--- config.mk ---
export PLATFORM = sky130hd
export DESIGN_NAME = fpu_exception_and_init_state
export DESIGN_NICKNAME = d
export VERILOG_FILES = /design/src/hw/fpu_exc_pkg.sv /design/src/hw/fpu_exception_and_init_state.sv
export VERILOG_INCLUDE_DIRS = /design/src /design/src/hw
export SDC_FILE = /design/constraint.sdc
export NUM_CORES = 1
export LEC_CHECK = 0
export BUFFER_PORTS_ARGS = -buffer_cell sky130_fd_sc_hd__buf_4
export CORE_ASPECT_RATIO = 1.1
export CORE_MARGIN = 2
export CORE_UTILIZATION = 40
export CTS_CLUSTER_SIZE = 24
export DETAILED_ROUTE_END_ITERATION = 6
export PLACE_DENSITY_LB_ADDON = 0.08
export SKIP_LAST_GASP = 1
export SYNTH_ARGS = -nofsm -noshare
export SYNTH_HDL_FRONTEND = slang
export SYNTH_SLANG_ARGS = --single-unit
--- constraint.sdc ---
create_clock -name i_clk -period 6.17 [get_ports i_clk]
set_input_delay 0.3085 -clock i_clk [delete_from_list [all_inputs] [get_ports i_clk]]
set_output_delay 0.3085 -clock i_clk [all_outputs]
set_load 0.01 [all_outputs]
--- src/hw/fpu_exc_regs.svh ---
// constants for the coprocessor exception and initialisation block
// Function
// - exponent biases 127, 1023, 16383 per precision
// - ignore don't-care bits on load, store zeros
// - sign 0 positive; BCD two digits per byte
// - integer bit explicit only in extended format
// - invalid on SNaN, unsupported, indeterminate, stack fault
// - masked invalid gives NaN or integer/BCD indefinite
// - denormal operand flagged; masked continues normally
// - finite nonzero divided by zero; masked gives infinity
// - overflow flagged; masked gives max finite or infinity
// - underflow flagged; masked only when accuracy lost
// - inexact flagged; masked rounds and continues
// - initialise loads control word 037F; hardware reset loads 037E
// - infinity control bit zero, affine always
// - initialise clears exception flags and busy bit
// - initialise sets stack top to zero
// - initialise sets tag word to all empty
// - hardware reset sets invalid, summary, clears invalid mask
// - unmasked exception keeps instruction and operand addresses
// - aborted instruction leaves pointers on previous instruction
// - behaviour independent of host addressing mode
// - precedence invalid, denormal, zdiv, overflow, underflow, inexact
// - unmasked exception sets flag, summary, error output
`ifndef FPU_EXC_REGS_SVH
`define FPU_EXC_REGS_SVH

// ---------------------------------------------------------------
// register offsets
// ---------------------------------------------------------------
`define OFS_CTRL      8'h00
`define OFS_STATUS    8'h04
`define OFS_TAG       8'h08
`define OFS_INSTR_PTR 8'h0C
`define OFS_DATA_PTR  8'h10
`define OFS_COMMAND   8'h14
`define OFS_LAST_EXC  8'h18

// ---------------------------------------------------------------
// field positions and values
// ---------------------------------------------------------------
`define SW_STACK_FAULT 6
`define SW_ERR_SUM     7
`define SW_C1          9
`define SW_TOP_LO      11
`define SW_BUSY        15
`define CW_RC_LO       10
`define CMD_INIT       0
`define CMD_CLEAR      1
`define CW_INIT        16'h037F
`define CW_HW_RESET    16'h037E
`define SW_INIT        16'h0000
`define SW_HW_RESET    16'h0081
`define TW_INIT        16'hFFFF
`define BIAS_SINGLE    127
`define BIAS_DOUBLE    1023
`define BIAS_EXTENDED  16383

`endif

--- src/hw/fpu_exc_pkg.sv ---
// types shared by the coprocessor exception block
package fpu_exc_pkg;
    // destination formats of a result in memory
    typedef enum logic [2:0] {
        FMT_SINGLE   = 3'b000,
        FMT_DOUBLE   = 3'b001,
        FMT_EXTENDED = 3'b010,
        FMT_INT16    = 3'b011,
        FMT_INT32    = 3'b100,
        FMT_INT64    = 3'b101,
        FMT_BCD      = 3'b110
    } fmt_t;

    // exception classes, numbered in order of precedence
    typedef enum logic [2:0] {
        EXC_NONE     = 3'b000,
        EXC_INVALID  = 3'b001,
        EXC_DENORM   = 3'b010,
        EXC_ZERODIV  = 3'b011,
        EXC_OVERFLOW = 3'b100,
        EXC_UNDERFL  = 3'b101,
        EXC_INEXACT  = 3'b110
    } exc_t;

    // whole state of the block
    typedef struct packed {
        logic [15:0] cw;
        logic [15:0] sw;
        logic [15:0] tw;
        logic [31:0] ip;
        logic [31:0] dp;
        logic [31:0] rdata;
        logic        exc_valid;
        exc_t        exc_code;
        exc_t        last_exc;
        logic        use_default;
        logic [79:0] default_val;
        logic        error_b;
    } state_t;
endpackage : fpu_exc_pkg

--- src/hw/fpu_exception_and_init_state.sv ---
// exception detection, masked defaults and initial architectural state of the coprocessor
`timescale 1ns/10ps
`include "fpu_exc_regs.svh"

module fpu_exception_and_init_state (
    // clock and reset
    input  wire logic               i_clk,
    input  wire logic               i_rst_b,
    // register port
    input  wire logic [7:0]         i_addr,
    input  wire logic [31:0]        i_wdata,
    input  wire logic               i_wr,
    input  wire logic               i_rd,
    output logic      [31:0]        o_rdata,
    // completed operation from the datapath
    input  wire logic               i_op_valid,
    input  wire logic               i_op_abort,
    input  wire logic               i_op_div,
    input  wire logic               i_op_indet,
    input  wire logic               i_push,
    input  wire logic               i_pop,
    input  wire logic [79:0]        i_opnd_a,
    input  wire logic [79:0]        i_opnd_b,
    input  wire fpu_exc_pkg::fmt_t  i_dst_fmt,
    input  wire logic               i_res_sign,
    input  wire logic               i_res_huge,
    input  wire logic               i_res_tiny,
    input  wire logic               i_res_lossy,
    input  wire logic               i_res_inexact,
    input  wire logic [31:0]        i_instr_addr,
    input  wire logic [31:0]        i_oper_addr,
    input  wire logic               i_busy,
    // exception report
    output logic                    o_exc_valid,
    output fpu_exc_pkg::exc_t       o_exc_code,
    output logic                    o_use_default,
    output logic      [79:0]        o_default,
    output logic                    o_error_b
);
    import fpu_exc_pkg::*;

    // ---------------------------------------------------------------
    // operand classification (extended format)
    // ---------------------------------------------------------------
    function automatic logic exp_max(input logic [79:0] v);
        exp_max = (v[78:64] == 15'h7FFF);
    endfunction : exp_max

    // signalling NaN: all-ones exponent, integer bit set, quiet bit clear
    function automatic logic is_snan(input logic [79:0] v);
        is_snan = exp_max(v) && v[63] && !v[62] && (v[61:0] != 62'h0);
    endfunction : is_snan

    // unnormals, pseudo-NaNs and pseudo-infinities are unsupported encodings
    function automatic logic is_unsup(input logic [79:0] v);
        is_unsup = (v[78:64] != 15'h0000) && !v[63];
    endfunction : is_unsup

    function automatic logic is_zero(input logic [79:0] v);
        is_zero = (v[78:64] == 15'h0000) && (v[63:0] == 64'h0);
    endfunction : is_zero

    // smallest exponent with a nonzero significand
    function automatic logic is_denorm(input logic [79:0] v);
        is_denorm = (v[78:64] == 15'h0000) && (v[63:0] != 64'h0);
    endfunction : is_denorm

    // ---------------------------------------------------------------
    // masked default results, laid out as stored in memory
    // ---------------------------------------------------------------
    // unused upper bits are zero so narrow formats store clean
    function automatic logic [79:0] indefinite(input fmt_t fmt);
        case (fmt)
            FMT_SINGLE:   indefinite = {48'h0, 32'hFFC0_0000};
            FMT_DOUBLE:   indefinite = {16'h0, 64'hFFF8_0000_0000_0000};
            FMT_EXTENDED: indefinite = 80'hFFFF_C000_0000_0000_0000;
            FMT_INT16:    indefinite = {64'h0, 16'h8000};
            FMT_INT32:    indefinite = {48'h0, 32'h8000_0000};
            FMT_INT64:    indefinite = {16'h0, 64'h8000_0000_0000_0000};
            FMT_BCD:      indefinite = 80'hFFFF_C000_0000_0000_0000;
            default:      indefinite = 80'h0000_0000_0000_0000_0000;
        endcase
    endfunction : indefinite

    // infinity or largest finite value; exponents derive from the bias
    function automatic logic [79:0] big_value(input fmt_t fmt, input logic sign, input logic inf);
        logic [7:0]  e_s;
        logic [10:0] e_d;
        logic [14:0] e_x;
        e_s = 8'(2 * `BIAS_SINGLE + 32'(inf));
        e_d = 11'(2 * `BIAS_DOUBLE + 32'(inf));
        e_x = 15'(2 * `BIAS_EXTENDED + 32'(inf));
        case (fmt)
            // integer bit implied for single and double, so only the fraction is stored
            FMT_SINGLE:   big_value = {48'h0, sign, e_s, {23{!inf}}};
            FMT_DOUBLE:   big_value = {16'h0, sign, e_d, {52{!inf}}};
            FMT_EXTENDED: big_value = {sign, e_x, 1'b1, {63{!inf}}};
            default:      big_value = indefinite(fmt);
        endcase
    endfunction : big_value

    // ---------------------------------------------------------------
    // state
    // ---------------------------------------------------------------
    state_t q;
    state_t d;

    // hardware reset image: invalid flagged and unmasked so the error pin marks presence
    localparam state_t RESET_STATE = '{
        cw:          `CW_HW_RESET,
        sw:          `SW_HW_RESET,
        tw:          `TW_INIT,
        ip:          32'h0000_0000,
        dp:          32'h0000_0000,
        rdata:       32'h0000_0000,
        exc_valid:   1'b0,
        exc_code:    EXC_NONE,
        last_exc:    EXC_NONE,
        use_default: 1'b0,
        default_val: 80'h0000_0000_0000_0000_0000,
        error_b:     1'b0
    };

    // ---------------------------------------------------------------
    // combinational helpers
    // ---------------------------------------------------------------
    logic [2:0] top_now;
    logic [2:0] top_dn;
    logic       stk_over;
    logic       stk_under;
    logic       op_go;
    logic       cmd_wr;
    logic       do_init;
    logic       do_clear;

    assign top_now  = q.sw[`SW_TOP_LO +: 3];
    assign top_dn   = 3'(top_now - 3'd1);
    assign op_go    = i_op_valid && !i_op_abort;
    assign cmd_wr   = i_wr && (i_addr == `OFS_COMMAND);
    assign do_init  = cmd_wr && i_wdata[`CMD_INIT];
    assign do_clear = cmd_wr && i_wdata[`CMD_CLEAR];
    // push onto a full slot or pop an empty one is a stack fault
    assign stk_over  = i_push && (q.tw[2*top_dn +: 2] != 2'b11);
    assign stk_under = i_pop && (q.tw[2*top_now +: 2] == 2'b11);

    // ---------------------------------------------------------------
    // next state
    // ---------------------------------------------------------------
    // host addressing mode never enters here; memory traffic is the host's job
    always_comb begin
        logic       inv;
        logic       den;
        logic       zdv;
        logic       ovf;
        logic       unf;
        logic       inx;
        logic       masked;
        logic [1:0] rc;
        logic [2:0] top_n;
        exc_t       code;
        inv    = 1'b0;
        den    = 1'b0;
        zdv    = 1'b0;
        ovf    = 1'b0;
        unf    = 1'b0;
        inx    = 1'b0;
        masked = 1'b0;
        rc     = 2'b00;
        top_n  = 3'b000;
        code   = EXC_NONE;
        d      = q;

        d.exc_valid   = 1'b0;
        d.use_default = 1'b0;
        d.rdata       = 32'h0000_0000;
        d.sw[`SW_BUSY] = i_busy;

        // register writes
        if (i_wr && (i_addr == `OFS_CTRL)) begin
            d.cw = i_wdata[15:0];                                           // bit 12 kept but never consulted
        end
        if (i_wr && (i_addr == `OFS_TAG)) begin
            d.tw = i_wdata[15:0];
        end
        // clearing the flags does not touch the pointers or the stack
        if (do_clear) begin
            d.sw[7:0]      = 8'h00;
            d.sw[`SW_BUSY] = 1'b0;
        end
        // initialise: condition codes deliberately left alone
        if (do_init) begin
            d.cw                     = `CW_INIT;
            d.sw[7:0]                = 8'h00;
            d.sw[`SW_BUSY]           = 1'b0;
            d.sw[`SW_TOP_LO +: 3]    = 3'b000;
            d.tw                     = `TW_INIT;
        end

        // classification; events are applied after the clears so a set wins
        if (op_go) begin
            inv = is_snan(i_opnd_a) || is_snan(i_opnd_b)
                || is_unsup(i_opnd_a) || is_unsup(i_opnd_b)
                || i_op_indet || stk_over || stk_under;
            den = is_denorm(i_opnd_a) || is_denorm(i_opnd_b);
            zdv = i_op_div && is_zero(i_opnd_b) && !is_zero(i_opnd_a)
                && !exp_max(i_opnd_a);
            ovf = i_res_huge;
            // masked underflow counts only when denormalising loses bits
            unf = i_res_tiny && (!d.cw[4] || i_res_lossy);
            inx = i_res_inexact;

            // fixed precedence picks one class to report
            if (inv) begin
                code = EXC_INVALID;
            end else if (den) begin
                code = EXC_DENORM;
            end else if (zdv) begin
                code = EXC_ZERODIV;
            end else if (ovf) begin
                code = EXC_OVERFLOW;
            end else if (unf) begin
                code = EXC_UNDERFL;
            end else if (inx) begin
                code = EXC_INEXACT;
            end else begin
                code = EXC_NONE;
            end

            // stack movement
            top_n = d.sw[`SW_TOP_LO +: 3];
            if (i_push && !stk_over) begin
                top_n             = 3'(top_n - 3'd1);
                d.tw[2*top_n +: 2] = 2'b00;
            end else if (i_pop && !stk_under) begin
                d.tw[2*top_n +: 2] = 2'b11;
                top_n             = 3'(top_n + 3'd1);
            end
            d.sw[`SW_TOP_LO +: 3] = top_n;

            if (code != EXC_NONE) begin
                masked = d.cw[code - EXC_INVALID];
                rc     = d.cw[`CW_RC_LO +: 2];
                d.sw[code - EXC_INVALID] = 1'b1;
                if (stk_over || stk_under) begin
                    d.sw[`SW_STACK_FAULT] = 1'b1;
                    d.sw[`SW_C1]          = stk_over;
                end
                if (!masked) begin
                    d.sw[`SW_ERR_SUM] = 1'b1;
                end
                d.exc_valid = 1'b1;
                d.exc_code  = code;
                d.last_exc  = code;
            end

            // masked defaults; the other classes let the datapath result stand
            if (masked) begin
                case (code)
                    EXC_INVALID: begin
                        d.use_default = 1'b1;
                        d.default_val = indefinite(i_dst_fmt);
                    end
                    EXC_ZERODIV: begin
                        d.use_default = 1'b1;
                        d.default_val = big_value(i_dst_fmt, i_opnd_a[79] ^ i_opnd_b[79], 1'b1);
                    end
                    EXC_OVERFLOW: begin
                        d.use_default = 1'b1;
                        // nearest gives infinity, chop the largest finite, directed modes by sign
                        case (rc)
                            2'b00:   d.default_val = big_value(i_dst_fmt, i_res_sign, 1'b1);
                            2'b01:   d.default_val = big_value(i_dst_fmt, i_res_sign, i_res_sign);
                            2'b10:   d.default_val = big_value(i_dst_fmt, i_res_sign, !i_res_sign);
                            default: d.default_val = big_value(i_dst_fmt, i_res_sign, 1'b0);
                        endcase
                    end
                    default: begin
                        d.use_default = 1'b0;
                    end
                endcase
            end

            // pointers track the last executed instruction, frozen once an error is pending
            if (!q.sw[`SW_ERR_SUM]) begin
                d.ip = i_instr_addr;
                d.dp = i_oper_addr;
            end
        end

        // the pin follows the summary bit; only the host decides when to trap
        d.error_b = !d.sw[`SW_ERR_SUM];

        // read data valid for the one cycle after the strobe; reads have no side effect
        if (i_rd) begin
            case (i_addr)
                `OFS_CTRL:      d.rdata = {16'h0000, q.cw};
                `OFS_STATUS:    d.rdata = {16'h0000, q.sw};
                `OFS_TAG:       d.rdata = {16'h0000, q.tw};
                `OFS_INSTR_PTR: d.rdata = q.ip;
                `OFS_DATA_PTR:  d.rdata = q.dp;
                `OFS_LAST_EXC:  d.rdata = {29'h0, q.last_exc};
                default:        d.rdata = 32'h0000_0000;
            endcase
        end
    end

    // ---------------------------------------------------------------
    // state register
    // ---------------------------------------------------------------
    // hardware reset image differs from initialise in the invalid mask and flags
    always_ff @(posedge i_clk or negedge i_rst_b) begin
        if (!i_rst_b) begin
            q <= RESET_STATE;
        end else begin
            q <= d;
        end
    end

    // outputs straight from the state flops
    assign o_rdata       = q.rdata;
    assign o_exc_valid   = q.exc_valid;
    assign o_exc_code    = q.exc_code;
    assign o_use_default = q.use_default;
    assign o_default     = q.default_val;
    assign o_error_b     = q.error_b;

    // ---------------------------------------------------------------
    // checks
    // ---------------------------------------------------------------
    chk_init_ctrl_word: assert property (@(posedge i_clk) disable iff (!i_rst_b)
        do_init |=> (q.cw == `CW_INIT))
        else $error("control word not set by initialise");

    chk_init_tag_top: assert property (@(posedge i_clk) disable iff (!i_rst_b)
        (do_init && !op_go) |=> (q.tw == `TW_INIT) && (q.sw[13:11] == 3'b000))
        else $error("tag word or stack top wrong after initialise");

    chk_init_flags_clear: assert property (@(posedge i_clk) disable iff (!i_rst_b)
        (do_init && !op_go) |=> (q.sw[7:0] == 8'h00) && !o_error_b == 1'b0)
        else $error("flags not cleared by initialise");

    chk_error_pin_summary: assert property (@(posedge i_clk) disable iff (!i_rst_b)
        o_error_b == !q.sw[`SW_ERR_SUM])
        else $error("error output disagrees with summary bit");

    chk_unmasked_sets_sum: assert property (@(posedge i_clk) disable iff (!i_rst_b)
        (o_exc_valid && !q.cw[o_exc_code - EXC_INVALID]) |-> (q.sw[`SW_ERR_SUM] && !o_error_b))
        else $error("unmasked exception left summary clear");

    chk_snan_invalid: assert property (@(posedge i_clk) disable iff (!i_rst_b)
        (op_go && is_snan(i_opnd_a)) |=> (o_exc_valid && o_exc_code == EXC_INVALID))
        else $error("signalling NaN not reported as invalid");

    chk_denorm_flag_set: assert property (@(posedge i_clk) disable iff (!i_rst_b)
        (o_exc_valid && o_exc_code == EXC_DENORM) |-> q.sw[1] && !o_use_default)
        else $error("denormal report without flag");

    chk_abort_keeps_ptr: assert property (@(posedge i_clk) disable iff (!i_rst_b)
        (i_op_valid && i_op_abort) |=> ($stable(q.ip) && $stable(q.dp) && !o_exc_valid))
        else $error("aborted instruction changed the pointers");

    chk_read_one_cycle: assert property (@(posedge i_clk) disable iff (!i_rst_b)
        !$past(i_rd) |-> (o_rdata == 32'h0000_0000))
        else $error("read data outside its cycle");

endmodule : fpu_exception_and_init_state

After elaboration in Yosys (flattened, before gate mapping)
Index checks and enable logic that the tools add are counted.
{ "word_totals": {"ff_bits": 230, "input_bits": 283, "output_inout_bits": 118, "word_cells": 176} }
{ "op_classes": {"n_addsub": 12, "magnitude_cmp": 2, "eq_ne": 21, "n_shift": 6, "mux": 50, "bitwise": 3, "n_reduce_logical": 69} }
{ "ops": {"columns": ["cell", "count"], "rows": [
  ["case mux 80 bit (3 select lines)", 7],
  ["case mux 80 bit (6 select lines)", 1],
  ["case mux 80 bit (4 select lines)", 1],
  ["case mux 32 bit (6 select lines)", 1],
  ["zero test 64 bit", 2],
  ["nonzero test 64 bit", 2],
  ["nonzero test 62 bit", 2],
  ["two-way mux 96 bit", 1],
  ["two-way mux 88 bit", 1],
  ["two-way mux 81 bit", 1],
  ["two-way mux 16 bit", 5],
  ["negator 4 -> 34 bit", 2],
  ["variable shift 2 x 34 -> 16 bit, first input constant", 2],
  ["variable part select 2 x 34 -> 16 bit, first input constant", 2],
  ["two-way mux 64 bit", 1],
  ["two-way mux 3 bit", 11],
  ["bitwise mux 16 bit", 2],
  ["two-way mux 32 bit", 1],
  ["variable part select 16 x 5 -> 2 bit", 2],
  ["adder 15 x 1 -> 15 bit, first input constant", 2],
  ["== test 15 bit, second input constant", 2],
  ["zero test 15 bit", 2],
  ["nonzero test 15 bit", 2],
  ["logical AND 1 bit", 27],
  ["other kinds (37)", 81]
]} }

Depth between registers and ports, before layout
{ "depth": {"word_depth": 24, "depth_mapped": 20} }

Least setup slack after synthesis
OpenSTA, ideal clock, no wires.
{ "synth_timing": {"path_kind": "in2reg", "startpoint": "in i_addr[3]", "endpoint": "reg q, in the netlist o_default[62]", "arrival_ns": 4.264, "path_slack_ns": 1.781, "stages": 16, "path_buffers": 3, "path_cell_list": "buf_6 or4b_4 o21ba_1 a2111oi_2 nand4_1 a21oi_1 nand2b_1 inv_1 ha_1 ha_1 mux4_2 o31a_1 and3_1 buf_6 buf_6 mux2_4"} }
{ "synth_via": {"elab_chain_cells": 19, "elab_cells_between_ends": 34} }
{ "synth_rtl": {"columns": ["element", "line_no", "text"], "rows": [
  ["start: declaration", "fpu_exception_and_init_state.sv:10", "input wire logic [7:0] i_addr,"],
  ["zero test 8 bit or == test 8 x 5 -> 1 bit (tied branches)", null, null],
  ["logical AND 1 bit (on tied branches)", "fpu_exception_and_init_state.sv:179, fpu_exception_and_init_state.sv:139", null],
  ["two-way mux 16 bit or logical AND 1 bit (tied branches)", "fpu_exception_and_init_state.sv:179, fpu_exception_and_init_state.sv:140", null],
  ["two-way mux 17 bit *", "fpu_exception_and_init_state.sv:191", "if (do_init) begin"],
  ["zero test 1 bit", "fpu_exception_and_init_state.sv:209", "unf = i_res_tiny && (!d.cw[4] || i_res_lossy);"],
  ["logical OR 1 bit", "fpu_exception_and_init_state.sv:209", null],
  ["logical AND 1 bit", "fpu_exception_and_init_state.sv:209", null],
  ["two-way mux 3 bit", "fpu_exception_and_init_state.sv:221", "end else if (unf) begin"],
  ["(+3 left out)", null, null],
  ["two-way mux 3 bit", "fpu_exception_and_init_state.sv:213", "if (inv) begin"],
  ["two-way mux 3 bit", "fpu_exception_and_init_state.sv:200", "if (op_go) begin"],
  ["subtractor 3 x 1 -> 3 bit or nonzero test 3 bit (tied branches)", "fpu_exception_and_init_state.sv:241, fpu_exception_and_init_state.sv:240", null],
  ["binary-select mux 1 bit (select 3 bit) or two-way mux 2 bit (tied branches)", "fpu_exception_and_init_state.sv:241, fpu_exception_and_init_state.sv:240", null],
  ["two-way mux 1 bit (not written as such) or two-way mux 2 bit (tied branches)", "fpu_exception_and_init_state.sv:241, fpu_exception_and_init_state.sv:200", null],
  ["two-way mux 1 bit (tied with other cells)", "fpu_exception_and_init_state.sv:240", "if (code != EXC_NONE) begin"],
  ["two-way mux 1 bit or case mux 80 bit (3 select lines) (tied branches)", "fpu_exception_and_init_state.sv:200, fpu_exception_and_init_state.sv:270", null],
  ["AND reduction 3 bit (no line) or case mux 80 bit (3 select lines) (tied branches)", null, null],
  ["end signal: assignment", "fpu_exception_and_init_state.sv:313", "q <= RESET_STATE;"],
  ["end signal: assignment", "fpu_exception_and_init_state.sv:315", "q <= d;"],
  ["end: declaration", "fpu_exception_and_init_state.sv:105", "state_t q;"]
]} }
Mark *: on every way between the ends. The rest lies on a longest branch, timed or not. The select of a mux whose other input is x is not followed.
A chain may end at the register's enable or synchronous reset.

Worst setup path in the final report
{ "layout_timing": {"startpoint": "reg q[212] in the netlist's numbering", "endpoint": "reg q, in the netlist o_default[78]"} }
{ "layout_via": {"elab_chain_cells": 14, "elab_cells_between_ends": 29} }
{ "layout_rtl": {"columns": ["element", "line_no", "text"], "rows": [
  ["subtractor 3 x 1 -> 3 bit", "fpu_exception_and_init_state.sv:137", "assign top_dn = 3'(top_now - 3'd1);"],
  ["variable part select 16 x 5 -> 2 bit", "fpu_exception_and_init_state.sv:143", "assign stk_over = i_push && (q.tw[2*top_dn +: 2] != 2'b11);"],
  ["!= test 2 bit", "fpu_exception_and_init_state.sv:143", null],
  ["logical AND 1 bit", "fpu_exception_and_init_state.sv:143", null],
  ["logical OR 1 bit", "fpu_exception_and_init_state.sv:203", "|| i_op_indet || stk_over || stk_under;"],
  ["logical OR 1 bit *", "fpu_exception_and_init_state.sv:203", null],
  ["two-way mux 3 bit *", "fpu_exception_and_init_state.sv:213", null],
  ["two-way mux 3 bit *", "fpu_exception_and_init_state.sv:200", null],
  ["subtractor 3 x 1 -> 3 bit or nonzero test 3 bit (tied branches)", "fpu_exception_and_init_state.sv:241, fpu_exception_and_init_state.sv:240", null],
  ["binary-select mux 1 bit (select 3 bit) or two-way mux 2 bit (tied branches)", "fpu_exception_and_init_state.sv:241, fpu_exception_and_init_state.sv:240", null],
  ["two-way mux 1 bit (not written as such) or two-way mux 2 bit (tied branches)", "fpu_exception_and_init_state.sv:241, fpu_exception_and_init_state.sv:200", null],
  ["two-way mux 1 bit (tied with other cells)", "fpu_exception_and_init_state.sv:240", null],
  ["two-way mux 1 bit or case mux 80 bit (3 select lines) (tied branches)", "fpu_exception_and_init_state.sv:200, fpu_exception_and_init_state.sv:270", null],
  ["AND reduction 3 bit (no line) or case mux 80 bit (3 select lines) (tied branches)", null, null]
]} }
Marked as above.

==> results.sh <==
export IMPL_clock_fmax_ghz=0.188
export IMPL_drt_iter0_markers=404
export IMPL_ant_nets=0
export IMPL_h_tree_depth=4
export IMPL_numPortBuffers=384
export IMPL_ys_seq_area_share_pct=43.4
export IMPL_layout_drive_gt1_share_pct=46.4
export IMPL_relSlewSlack_pct=39.3
export IMPL_regArea_mm2=0.00409
export IMPL_yosysUniqueCellTypes=77
export IMPL_status="completed"
export IMPL_synth_common_cells="dfrtp_1, buf_4, nand2_1"
export IMPL_ios=401
export IMPL_drt_total_wl_mm=30.0
export IMPL_core_area_mm2=0.0230
export IMPL_ys_flop_type="dfrtp_1"
export IMPL_cp_start_kind="register"
export IMPL_cts_buffers=17
export IMPL_setup_viol=0
export IMPL_rsz0062_at_grt="false"
export IMPL_syn_inst=930
export IMPL_initial_core_util_pct=40.9
export IMPL_synth_largest_area_cell="dfrtp_1"
export IMPL_synth_edf_count=0
export IMPL_antenna_found_initial=2
export IMPL_areaGrowthSynthToFinish_pct=31.0
export IMPL_cts_setup_buffers=0
export IMPL_routedWlPerCell_um=20.0
export IMPL_grt_max_degree=95
export IMPL_grt_pass1_vias=8104
export IMPL_via_count=8045
export IMPL_final_cells=1501
export IMPL_p_per_area_mw_per_mm2=318
export IMPL_first_pass_iters=5
export IMPL_worstPathRequired_ns=6.48
export IMPL_vdd_drop_max_uv=192
export IMPL_grt_overflow_total=0
export IMPL_ctsRootBufferMaster="clkbuf_16"
export IMPL_tightest_slew_ns=0.910
export IMPL_clkTransAtPathRegs_ns=0.07
export IMPL_yosys_warnings=0
export IMPL_hpwl_mm=23.8
export IMPL_nNetsFinal=1483
export IMPL_grt_util_all_layers_pct=24.3
export IMPL_placed_area_mm2=0.0117
export IMPL_cts_sinks=162
export IMPL_maxCapViolCount=0
export IMPL_fillCellCount=2113
export IMPL_worst_skew_pair_late_latency_ns=0.43
export IMPL_top_usage_layer="met2"
export IMPL_die_h_um=165
export IMPL_crit_type="reg2reg"
export IMPL_synth_most_common_cell="dfrtp_1"
export IMPL_synth_area_mm2=0.00941
export IMPL_die_w_um=150
export IMPL_viasPerCell=5.36
export IMPL_crit_top_cell="ha_1"
export IMPL_postSynth_asyncResetShare_pct=100
export IMPL_synth_top_area_share_pct=36.2
export IMPL_grt_pass1_wl_mm=45.6
export IMPL_timing_final_ws_setup_ns=0.865
export IMPL_period_share_pct=86.0
export IMPL_hp_class="in2reg"
export IMPL_placed_cells=1466
export IMPL_std_cell_rows=58
export IMPL_stdcell_area_mm2=0.0123
export IMPL_arrival_ns=5.62
export IMPL_grt_met2_usage_pct=42.6
export IMPL_cp_max_fo=15
export IMPL_die_area_mm2=0.0248
export IMPL_hold_violations=0
export IMPL_crit_chain="inv_2, ha_1, mux4_2, mux2_2, a2bb2oi_1, and3_1, nand2b_1, inv_1, ha_1, ha_1, a2111oi_0, a41oi_1, a211oi_1, o21ai_1, and3_1, mux2_4"
export IMPL_drc=0
export IMPL_total_power_mw=3.92
export IMPL_met3_usage_pct=4.39
export IMPL_ctsLongestPathBuffers=2
export IMPL_critical_path_slowest_cell="dfrtp_1"
export IMPL_ys_top_cells_by_area="dfrtp_1, buf_4, mux2_2"
export IMPL_synth_seq_cells=162
export IMPL_gp_congestion=0.934
export IMPL_multi_input_area_mm2=0.00420
export IMPL_crit_path_end_kind="register"
export IMPL_p_leak_nw=5.68
export IMPL_crit_path_max_incr_delay_ns=0.54
export IMPL_cts_tree="yes"
export IMPL_use_met1_pct=29.7
export IMPL_fin_worst_skew_ns=0.0215
export IMPL_synth_nets=1227
export IMPL_place_ws_ns=0.863
export IMPL_avgSynthCellArea_um2=10.1
export IMPL_final_setup_tns_ns=0
export IMPL_slew_violations=0
export IMPL_period_needed_ns=5.31
==> power breakdown <==
group          internal, mW  switching [mW]  leakage (nW)  total (mW)
registers              1.32           0.208          2.02        1.52
logic                 0.706           0.579          3.37        1.28
clock network         0.651           0.461         0.297        1.11
total                  2.67            1.25          5.68        3.92
==> cell usage in the layout, fill, tap and decap left out, types with 4 or more instances in the layout <==
cell type / n
a211oi_1: 4
a21o_1: 8
a21oi_1: 27
a22o_1: 6
a22oi_1: 30
a31oi_1: 5
a32o_1: 7
and3_1: 6
buf_4: 390
clkbuf_16: 17
dfrtp_1: 136
dfstp_2: 26
ha_1: 14
inv_1: 22
inv_6: 5
mux2_2: 76
mux2i_1: 10
mux4_2: 15
nand2_1: 108
nand2b_1: 9
nand3_1: 20
nand4_1: 22
nor2_1: 58
nor3_1: 10
nor4_1: 51
o21ai_0: 24
o31ai_1: 5
==> state kept, by name, indices dropped and copies added (netlist names), named ones only <==
register and count:
o_default 15, o_error_b 1, o_exc_valid 1, o_rdata 32, o_use_default 1, q 111
==> critical path, delay by kind of cell (launching register included) <==
kind,cells,cell delay (ns)
mux,3,1.02
flops,1,0.54
buf+inv,2,0.25
simple gates,3,1.14
compound gates,5,1.38
fa+ha+maj,3,0.86
==> cell families (layout without fill, tap and decap cells) <==
group                    after synthesis  in the layout  synth area share, %
multiplexers                         103            103                 14.1
XOR/XNOR                               3              3                0.279
flip-flops                           162            162                 43.4
AO/OA/AOI/OAI                        155            155                 11.7
buffers and inverters                179            448                 12.0
other                                  0              2                    0
adder cells (fa/ha/maj)               15             15                 1.97
AND/OR/NAND/NOR                      313            313                 16.5
==> worst paths after layout <==
check	startpoint	end	slack (ns)	cells after the start
min in group asynchronous	i_rst_b	q[148]	0.52	2
max in group asynchronous	i_rst_b	q[224]	4.22	3
worst min register to register	q[201]	q[201]	0.48	2
worst min-delay path	i_instr_addr[12]	q[165]	0.10	2
worst max-delay path	q[212]	o_default[78]	0.86	16
worst max register to register	q[212]	o_default[78]	0.86	16
==> through the flow <==
step / hold WS [ns] / util (%)
final: 0.104 / 53.6
after global routing: 0.0885 / 53.6
after CTS: 0.0877 / 53.6
after detailed placement: 0.449 / 50.8
after global placement: 0.461 / 50.8
after floorplan: 0.0129 / -
==> area by class of cell <==
| class | count | area share (%) |
|---|---|---|
| Multi-Input combinational cell | 589 | 34.1 |
| Inverter | 24 | 0.731 |
| Antenna cell | 2 | 0.0406 |
| Timing Repair Buffer | 392 | 23.9 |
| Clock buffer | 18 | 3.48 |
| Clock inverter | 14 | 1.57 |
| Tap cell | 300 | 3.04 |
| Sequential cell | 162 | 33.1 |
==> layer usage <==
layer | routed length [um] | vias to the layer above
met2 | 15500 | 345
met4 | 762 | 0
met1 | 11800 | 3868
met5 | 0 | -
met3 | 1920 | 33
li1 | - | 3799
==> timing repair <==
action / 4_1_cts / 5_1_grt
hold endpoints to repair: 10 / 0
gates resized for setup: 0 / 0
hold buffers: 1 / 0
No activity file was read; power rests on OpenSTA's default activity.
